===== src/design/rssd_regs.svh =====
// constants of the rotate, subtract and skip datapath
`ifndef RSSD_REGS_SVH
`define RSSD_REGS_SVH

// data width of every operand
`define RSSD_DATA_W       8

// register offsets on the plain register port
`define RSSD_OFF_WREG     8'h00
`define RSSD_OFF_FLAGS    8'h04
`define RSSD_OFF_STATUS   8'h08

// bit positions in the flag register
`define RSSD_FLAG_LINK    0
`define RSSD_FLAG_HALF    1
`define RSSD_FLAG_ZERO    2
`define RSSD_FLAG_OVF     3
`define RSSD_FLAG_SLINK   4
`define RSSD_FLAG_CNULL   5

// bit positions in the status register
`define RSSD_STAT_DUMMY   0
`define RSSD_STAT_SKIPPED 1

// reset values
`define RSSD_RST_WREG     8'h00
`define RSSD_RST_FLAGS    6'h00

// constant bytes
`define RSSD_ALL_ONES     8'hff
`define RSSD_ZERO_BYTE    8'h00
`define RSSD_ONE_BYTE     8'h01

`endif


===== src/design/rssd_pkg.sv =====
// types of the rotate, subtract and skip datapath
package rssd_pkg;

   // instruction codes handled by the datapath
   typedef enum logic [4:0] {
      op_nop,
      op_rotate_left_via_link_to_w,
      op_rotate_right_in_place,
      op_rotate_right_to_w,
      op_rotate_right_via_link,
      op_rotate_right_via_link_to_w,
      op_minus_with_borrow,
      op_minus_with_borrow_imm,
      op_minus_with_borrow_to_mem,
      op_minus_operand,
      op_minus_imm,
      op_minus_operand_to_mem,
      op_decrement_skip_if_zero,
      op_decrement_to_w_skip_if_zero,
      op_increment_skip_if_zero,
      op_increment_to_w_skip_if_zero,
      op_set_all,
      op_set_bit,
      op_skip_if_bit_nonzero,
      op_skip_if_nonzero,
      op_skip_if_zero_test,
      op_nibble_exchange,
      op_nibble_exchange_to_w
   } rssd_op_e;

   // one issued instruction with its fetched operand
   typedef struct packed {
      rssd_op_e   op;
      logic [7:0] mem_addr;
      logic [7:0] mem_data;
      logic [7:0] imm;
      logic [2:0] bit_idx;
   } rssd_issue_s;

   // write request toward data memory
   typedef struct packed {
      logic       we;
      logic [7:0] addr;
      logic [7:0] data;
   } rssd_mem_wr_s;

   // arithmetic flags
   typedef struct packed {
      logic chained_null_flag;
      logic signed_link_flag;
      logic signed_range_exceeded_flag;
      logic zero_flag;
      logic half_link_flag;
      logic link_flag;
   } rssd_flags_s;

   // sequencing state
   typedef enum logic {
      st_exec,
      st_dummy
   } rssd_state_e;

endpackage


===== src/design/rssd_datapath.sv =====
// rotate, subtract, set, swap and skip execution datapath
`timescale 1ns/1ps
`include "rssd_regs.svh"

// What this block does
// (RL1) rotate left via link, result to w
// (RL2) plain rotate right, memory or w form
// (RL3) rotate right via link, memory or w form, link changes
// (RL4) minus with borrow, six flags updated
// (RL5) minus with borrow from immediate too
// (RL6) link cleared on negative, set otherwise
// (RL7) plain minus, memory or immediate operand
// (RL8) decrement memory, skip when zero
// (RL9) decrement into w, skip when zero
// (RL10) increment memory, skip when zero
// (RL11) increment into w, skip when zero
// (RL12) taken skip inserts one dummy cycle
// (RL13) set all bits or one bit, no flags
// (RL14) skip when selected bit is nonzero
// (RL15) skip when whole byte is nonzero
// (RL16) skip when whole byte is zero
// (RL17) nibble exchange, memory or w form
// (RL18) eight-bit data; skip cancels next issue

module rssd_datapath
   import rssd_pkg::*;
(
   // clock and reset
   input  wire logic         ref_clk,
   input  wire logic         rst,
   // instruction issue from the sequencer
   input  wire logic         issue_valid,
   input  wire rssd_issue_s  issue,
   // plain register port
   input  wire logic [7:0]   reg_addr,
   input  wire logic [7:0]   reg_wdata,
   input  wire logic         reg_wr,
   input  wire logic         reg_rd,
   output logic [7:0]        reg_rdata,
   // data memory write side
   output rssd_mem_wr_s      mem_wr,
   // sequencer feedback
   output logic              skip_taken,
   output logic              issue_cancelled,
   // core state
   output logic [7:0]        w_value,
   output rssd_flags_s       flags
);

   // ****************************************************
   // state
   // ****************************************************

   logic [7:0]   w_q,       w_d;
   rssd_flags_s  flags_q,   flags_d;
   rssd_state_e  state_q,   state_d;
   rssd_mem_wr_s mem_wr_q,  mem_wr_d;
   logic         skip_q;
   logic         cancel_q;
   logic         skipped_q;
   logic [7:0]   rdata_q,   rdata_d;

   // ****************************************************
   // issue qualification
   // ****************************************************

   // an issue in the dummy cycle is the skipped instruction
   wire logic in_dummy  = (state_q == st_dummy);
   wire logic exec      = issue_valid & ~in_dummy;          // see (RL18)
   wire logic drop      = issue_valid & in_dummy;           // see (RL18)
   wire logic [7:0] opd = issue.mem_data;
   wire logic link      = flags_q.link_flag;

   // ****************************************************
   // subtraction unit
   // ****************************************************

   // operand select and borrow in
   wire logic use_imm = (issue.op == op_minus_with_borrow_imm) |
                        (issue.op == op_minus_imm);
   wire logic with_borrow = (issue.op == op_minus_with_borrow) |
                            (issue.op == op_minus_with_borrow_imm) |
                            (issue.op == op_minus_with_borrow_to_mem);
   wire logic [7:0] sub_b = use_imm ? issue.imm : opd;       // see (RL5)
   wire logic borrow_in   = with_borrow & ~link;             // see (RL4)

   // nine-bit difference and nibble difference
   wire logic [8:0] diff  = {1'b0, w_q} - {1'b0, sub_b} - {8'h00, borrow_in};
   wire logic [4:0] ndiff = {1'b0, w_q[3:0]} - {1'b0, sub_b[3:0]}
                          - {4'h0, borrow_in};
   wire logic [7:0] sub_r = diff[7:0];

   // flag values of a subtraction
   wire logic sub_link  = ~diff[8];                          // see (RL6)
   wire logic sub_half  = ~ndiff[4];
   wire logic sub_zero  = (sub_r == `RSSD_ZERO_BYTE);
   wire logic sub_ovf   = (w_q[7] ^ sub_b[7]) & (w_q[7] ^ sub_r[7]);
   wire logic sub_slink = ~(sub_ovf ^ sub_r[7]);
   wire logic sub_cnull = with_borrow ? (sub_zero & flags_q.chained_null_flag)
                                      : sub_zero;            // see (RL7)

   // ****************************************************
   // other result values
   // ****************************************************

   // rotates, counts, swaps and bit set
   wire logic [7:0] rl_link = {opd[6:0], link};               // see (RL1)
   wire logic [7:0] rr_pl   = {opd[0], opd[7:1]};             // see (RL2)
   wire logic [7:0] rr_link = {link, opd[7:1]};               // see (RL3)
   wire logic [7:0] dec_r   = opd - `RSSD_ONE_BYTE;
   wire logic [7:0] inc_r   = opd + `RSSD_ONE_BYTE;
   wire logic [7:0] swp_r   = {opd[3:0], opd[7:4]};           // see (RL17)
   wire logic [7:0] bit_msk = `RSSD_ONE_BYTE << issue.bit_idx;
   wire logic [7:0] setb_r  = opd | bit_msk;                  // see (RL13)
   wire logic       bit_nz  = |(opd & bit_msk);
   wire logic       opd_nz  = (opd != `RSSD_ZERO_BYTE);

   // ****************************************************
   // per-instruction decode
   // ****************************************************

   logic [7:0] res;
   logic       to_mem;
   logic       to_w;
   logic       arith;
   logic       link_upd;
   logic       link_new;
   logic       skip_cond;

   // result, destination and skip condition per code
   always_comb begin
      res       = opd;
      to_mem    = 1'b0;
      to_w      = 1'b0;
      arith     = 1'b0;
      link_upd  = 1'b0;
      link_new  = link;
      skip_cond = 1'b0;
      case (issue.op)
         op_rotate_left_via_link_to_w: begin
            res      = rl_link;
            to_w     = 1'b1;
            link_upd = 1'b1;
            link_new = opd[7];                               // see (RL1)
         end
         op_rotate_right_in_place: begin
            res    = rr_pl;
            to_mem = 1'b1;                                   // see (RL2)
         end
         op_rotate_right_to_w: begin
            res  = rr_pl;
            to_w = 1'b1;                                     // see (RL2)
         end
         op_rotate_right_via_link, op_rotate_right_via_link_to_w: begin
            res      = rr_link;
            to_mem   = (issue.op == op_rotate_right_via_link);
            to_w     = (issue.op == op_rotate_right_via_link_to_w);
            link_upd = 1'b1;
            link_new = opd[0];                               // see (RL3)
         end
         op_minus_with_borrow, op_minus_with_borrow_imm, op_minus_operand,
         op_minus_imm: begin
            res   = sub_r;
            to_w  = 1'b1;
            arith = 1'b1;                                    // see (RL4)
         end
         op_minus_with_borrow_to_mem, op_minus_operand_to_mem: begin
            res    = sub_r;
            to_mem = 1'b1;
            arith  = 1'b1;                                   // see (RL7)
         end
         op_decrement_skip_if_zero: begin
            res       = dec_r;
            to_mem    = 1'b1;
            skip_cond = (dec_r == `RSSD_ZERO_BYTE);          // see (RL8)
         end
         op_decrement_to_w_skip_if_zero: begin
            res       = dec_r;
            to_w      = 1'b1;
            skip_cond = (dec_r == `RSSD_ZERO_BYTE);          // see (RL9)
         end
         op_increment_skip_if_zero: begin
            res       = inc_r;
            to_mem    = 1'b1;
            skip_cond = (inc_r == `RSSD_ZERO_BYTE);          // see (RL10)
         end
         op_increment_to_w_skip_if_zero: begin
            res       = inc_r;
            to_w      = 1'b1;
            skip_cond = (inc_r == `RSSD_ZERO_BYTE);          // see (RL11)
         end
         op_set_all: begin
            res    = `RSSD_ALL_ONES;
            to_mem = 1'b1;                                   // see (RL13)
         end
         op_set_bit: begin
            res    = setb_r;
            to_mem = 1'b1;                                   // see (RL13)
         end
         op_skip_if_bit_nonzero: begin
            skip_cond = bit_nz;                              // see (RL14)
         end
         op_skip_if_nonzero: begin
            skip_cond = opd_nz;                              // see (RL15)
         end
         op_skip_if_zero_test: begin
            skip_cond = ~opd_nz;                             // see (RL16)
         end
         op_nibble_exchange: begin
            res    = swp_r;
            to_mem = 1'b1;                                   // see (RL17)
         end
         op_nibble_exchange_to_w: begin
            res  = swp_r;
            to_w = 1'b1;                                     // see (RL17)
         end
         default: begin
            res = opd;
         end
      endcase
   end

   // ****************************************************
   // register port decode
   // ****************************************************

   wire logic hit_w     = (reg_addr == `RSSD_OFF_WREG);
   wire logic hit_flags = (reg_addr == `RSSD_OFF_FLAGS);
   wire logic hit_stat  = (reg_addr == `RSSD_OFF_STATUS);
   wire logic sw_w      = reg_wr & hit_w;
   wire logic sw_flags  = reg_wr & hit_flags;

   // status byte and read mux, unmapped reads give zero
   wire logic [7:0] stat_byte = {6'h00, skipped_q, in_dummy};
   assign rdata_d = ~reg_rd   ? rdata_q :
                    hit_w     ? w_q :
                    hit_flags ? {2'b00, flags_q} :
                    hit_stat  ? stat_byte : `RSSD_ZERO_BYTE;

   // ****************************************************
   // next values
   // ****************************************************

   // an executing instruction wins over a software write
   wire logic take_skip = exec & skip_cond;                  // see (RL12)
   assign w_d = (exec & to_w) ? res :
                sw_w          ? reg_wdata : w_q;

   // flag update: full set, link only, or software write
   always_comb begin
      flags_d = flags_q;
      if (exec & arith) begin
         flags_d.link_flag                  = sub_link;      // see (RL6)
         flags_d.half_link_flag             = sub_half;
         flags_d.zero_flag                  = sub_zero;
         flags_d.signed_range_exceeded_flag = sub_ovf;
         flags_d.signed_link_flag           = sub_slink;
         flags_d.chained_null_flag          = sub_cnull;     // see (RL4)
      end else if (exec & link_upd) begin
         flags_d.link_flag = link_new;                       // see (RL3)
      end else if (sw_flags) begin
         flags_d = reg_wdata[5:0];
      end
   end

   // memory write request and sequencing state
   assign mem_wr_d = '{we: exec & to_mem, addr: issue.mem_addr, data: res};
   assign state_d  = take_skip ? st_dummy : st_exec;         // see (RL12)

   // ****************************************************
   // flip-flops
   // ****************************************************

   // core state registers
   always_ff @(posedge ref_clk) begin
      if (rst) begin
         w_q     <= `RSSD_RST_WREG;
         flags_q <= `RSSD_RST_FLAGS;
         state_q <= st_exec;
      end else begin
         w_q     <= w_d;
         flags_q <= flags_d;
         state_q <= state_d;
      end
   end

   // output pulses and read data
   always_ff @(posedge ref_clk) begin
      if (rst) begin
         mem_wr_q  <= '0;
         skip_q    <= 1'b0;
         cancel_q  <= 1'b0;
         skipped_q <= 1'b0;
         rdata_q   <= `RSSD_ZERO_BYTE;
      end else begin
         mem_wr_q  <= mem_wr_d;
         skip_q    <= take_skip;
         cancel_q  <= drop;                                  // see (RL18)
         skipped_q <= exec ? take_skip : skipped_q;
         rdata_q   <= rdata_d;
      end
   end

   // ****************************************************
   // outputs
   // ****************************************************

   assign reg_rdata       = rdata_q;
   assign mem_wr          = mem_wr_q;
   assign skip_taken      = skip_q;
   assign issue_cancelled = cancel_q;
   assign w_value         = w_q;
   assign flags           = flags_q;

endmodule // rssd_datapath


===== config.mk =====
export PLATFORM = sky130hd
export DESIGN_NAME = rssd_datapath
export DESIGN_NICKNAME = d
export VERILOG_FILES = /design/src/design/rssd_pkg.sv /design/src/design/rssd_datapath.sv
export VERILOG_INCLUDE_DIRS = /design/src /design/src/design
export SDC_FILE = /design/constraint.sdc
export NUM_CORES = 1
export LEC_CHECK = 0
export BUFFER_PORTS_ARGS = -buffer_cell sky130_fd_sc_hd__clkbuf_2
export CAP_MARGIN = 20
export CORE_ASPECT_RATIO = 1.5
export CORE_MARGIN = 2
export CORE_UTILIZATION = 45
export CTS_BUF_LIST = sky130_fd_sc_hd__clkbuf_16
export CTS_CLUSTER_SIZE = 20
export DETAILED_ROUTE_END_ITERATION = 8
export PLACE_DENSITY = 0.69
export SYNTH_ARGS = -nofsm -noshare
export SYNTH_HDL_FRONTEND = slang
export SYNTH_SLANG_ARGS = --single-unit

===== constraint.sdc =====
create_clock -name ref_clk -period 6.55 [get_ports ref_clk]
set_input_delay 1.6375 -clock ref_clk [delete_from_list [all_inputs] [get_ports ref_clk]]
set_output_delay 1.6375 -clock ref_clk [all_outputs]
set_load 0.01 [all_outputs]

==> flow_summary.toml <==
[timing]
setup-violations-final = 0
fin_tns_setup_ps = 0
fin_crit_ps = 5620
clock_skew_ps = 2.54
rsz0062_at_grt = "false"
report.final.slew_viol_count = 0
fin_crit_sh = 0.859
final_hold_viol_count = 0
relSlewSlack = 0.483
worst_pin_slew_ps = 765
max_freq_mhz = 178
final.setup.worst_slack_ps = 925

[logic_synthesis]
synth_top_area_share = 0.227
syn_nets = 548
ys_types = 72
synth-edff-count = 0
syn_inst = 475
syn_area_mm2 = 0.00370
ys_seq_area_frac = 0.227
ys.warnings.count = 0
synthFlopType = "dfxtp_1"
yosys-top-cells-area = "dfxtp_1 23%, ha_1 6.1%, a211oi_1 4.7%"
synth_seq_cells = 42
async_reset_ff_frac = 0
syn_avg_cell_area_um2 = 7.78
yosysTopAreaCell = "dfxtp_1"

[flow_run]
drv_cap = 0

[finish]
syn2layout_area_growth_pct = 15.5
fill_cells = 799
layout-drive-gt1-share = 0.233
nets = 613
multi_input_area_mm2 = 0.00255
layout.cells.non_filler = 646
antennaDiodeCount = 0
seqCellArea_um2 = 841
finish.utilization = 0.533

[clocking]
ctsHtreeMaxLevel = 2
post-cts-setup-buffers = 0
path_clk_slew_ps = 60
clk_latency_ps = 280
clock-sinks = 42
cts_tree = "built"
clock_path_buffers = 2
cts_buffers = 5
clockRootBuffer = "clkbuf_16"
hold_buffers = 0
cts_resized = 0

[placed_design]
place_inst = 637
hpwl_um = 8550
io_buffers = 93
pre_cts_ws_ps = 672
gp_congestion = 0.932

[grt]
grt_pass1_vias = 3500
grt_start_max_net_pins = 45
antenna_found_initial = 0
grt.overflow.total = 0
grt_pass1_wl_um = 17500
grt_usage = 0.246

[drt]
vias = 3806
drc = 0
wl_met3_um = 641
maxUsedRoutingLayer = "met4"
ant_nets = 0
routedWlPerCell_um = 17.1
wl_um = 11100
first_pass_iters = 5
vias_per_cell = 5.89
drt_iter0_markers = 198
wl_met1_um = 4400
met2_length_um = 5390

[floorplan]
ios = 94
start_util = 0.462
core_area_mm2 = 0.00801
die_h_um = 115
rows = 40
dieArea_mm2 = 0.00897
die_w_um = 78.0

[power_and_ir_drop]
p_leak_nw = 1.79
cellPowerDensity_mw_per_mm2 = 183
finalPower_w = 0.000782
power.share.switching = 0.341
power_switching_w = 0.000267
p_seq_frac = 0.354
internal_power_w = 0.000516
ir_drop_v = 0.000144
p_clk_frac = 0.299
pwr-share-comb = 0.347

[critical_path]
crit_required_ps = 6700
cp.arrival_ps = 5780
critPathSlowestCell = "a2111oi_2"
path_class = "in2reg"
path_cells = "clkbuf_2, nor2_1, nand2_1, o21ai_0, and3_1, mux2i_1, fa_1, ha_1, or2_2, fa_1, nand2b_1, a2111oi_2, o21bai_1, nor3b_1, o22ai_1, a211oi_1"
crit_top_cell = "fa_1"
slowest_delay_ps = 480
cp_max_fo = 20
start_kind = "primary input"
critPathCaptureType = "flip-flop"

[outcome]
status = "finished, final reports clean"

[hold_path]
hp-class = "reg2reg"
-- synth_stat cells, drive strengths merged, types with 3 or more instances --
cell type	instances
nor2	45
nand3	12
nor3	12
nand2b	9
nand3b	11
a21oi	23
or4	3
o21ai	19
a22oi	6
nand4	4
dfxtp	42
xnor2	14
a31oi	9
o31ai	6
and2	5
nor2b	19
or4b	3
nor3b	6
or3	3
mux2	5
nand2	25
buf	20
clkbuf	20
nor4b	4
ha	18
inv	28
a211oi	26
o22ai	6
nor4	3
xor2	6
and3	5
mux2i	15
a221oi	7
-- path summary, 6_finish.rpt --
check                                                from                         to  slack (ps)  cells after the start
worst max-delay path                            issue[27]    w_value[6]$_SDFFE_PP0P_         930                     16
worst max register to register          link$_SDFFE_PP0P_    w_value[6]$_SDFFE_PP0P_        3020                     12
worst min register to register  reg_rdata[6]$_SDFFE_PP0P_  reg_rdata[6]$_SDFFE_PP0P_         480                      2
worst min-delay path            reg_rdata[6]$_SDFFE_PP0P_  reg_rdata[6]$_SDFFE_PP0P_         480                      2
-- layout by cell type, fill, tap and decap left out, types with 3 or more instances in the layout --
cell	synthesis	layout
clkbuf_2	1	93
nor2_1	44	44
dfxtp_1	42	42
inv_1	27	28
nand2_1	25	25
a21oi_1	23	23
a211oi_1	23	23
nor2b_1	19	19
ha_1	18	18
o21ai_0	17	17
mux2i_1	15	15
xnor2_1	14	14
nand3_1	12	12
nand3b_1	11	11
nor3_1	10	10
nand2b_1	9	9
a31oi_1	8	8
a221oi_1	7	7
o22ai_1	6	6
xor2_1	6	6
a22oi_1	6	6
o31ai_1	6	6
and3_1	5	5
mux2_2	5	5
nor3b_1	5	5
and2_1	5	5
clkbuf_16	0	5
buf_4	4	5
nand4_1	4	4
or3_1	3	3
nor4_1	3	3
a211oi_2	3	3
or4_1	3	3
-- cells by family (layout without fill, tap and decap cells) --
group	count (synthesis)	after routing	synth area share
compound gates	130	130	0.250
xor+xnor	20	20	0.0474
fa+ha+maj	20	20	0.0718
buf+inv	68	134	0.0823
flops	42	42	0.227
mux	20	20	0.0559
simple gates	175	175	0.265
-- power groups by stage --
| stage | sequential, W | clock, W | combinational (W) |
|---|---|---|---|
| 2_1_floorplan | 0.000287 | 0 | 0.000185 |
| 3_3_place_gp | 0.000282 | 0 | 0.000262 |
| 3_5_place_dp | 0.000282 | 0 | 0.000266 |
| 4_1_cts | 0.000277 | 0.000237 | 0.000268 |
| 5_1_grt | 0.000278 | 0.000248 | 0.000297 |
| 6_report | 0.000277 | 0.000234 | 0.000272 |
-- routing by layer --
layer / vias to the layer above / global-route usage
met5: - / 0
met4: 0 / 0.159
met3: 42 / 0.0298
met2: 178 / 0.430
met1: 1721 / 0.283
li1: 1865 / -
-- registers in the layout, indices dropped and copies added, names as in the netlist --
| name | flops |
|---|---|
| w_value | 8 |
| link | 1 |
| reg_rdata | 8 |
| in_dummy | 1 |
| issue_cancelled | 1 |
| mem_wr | 17 |
| skipped_q | 1 |
| flags | 5 |
-- layout make-up --
class,instances,share of cell area
Clock buffer,5,0.0293
Clock inverter,3,0.00293
Inverter,28,0.0246
Multi-Input combinational cell,365,0.598
Sequential cell,42,0.197
Tap cell,105,0.0308
Timing Repair Buffer,98,0.118
-- through the flow --
step	hold slack, ps	cell area (um2)
6_report	475	4270
5_1_grt	503	4270
4_1_cts	474	4260
3_5_place_dp	465	4120
3_3_place_gp	458	4120
2_1_floorplan	449	3700
-- critical path: cells and delay by family --
family          cells  cell delay [ps]
simple gates        6             1420
fa+ha+maj           3             1080
compound gates      5             1070
mux                 1              290
buf+inv             1              260
Power figures use the tool's default switching activity.
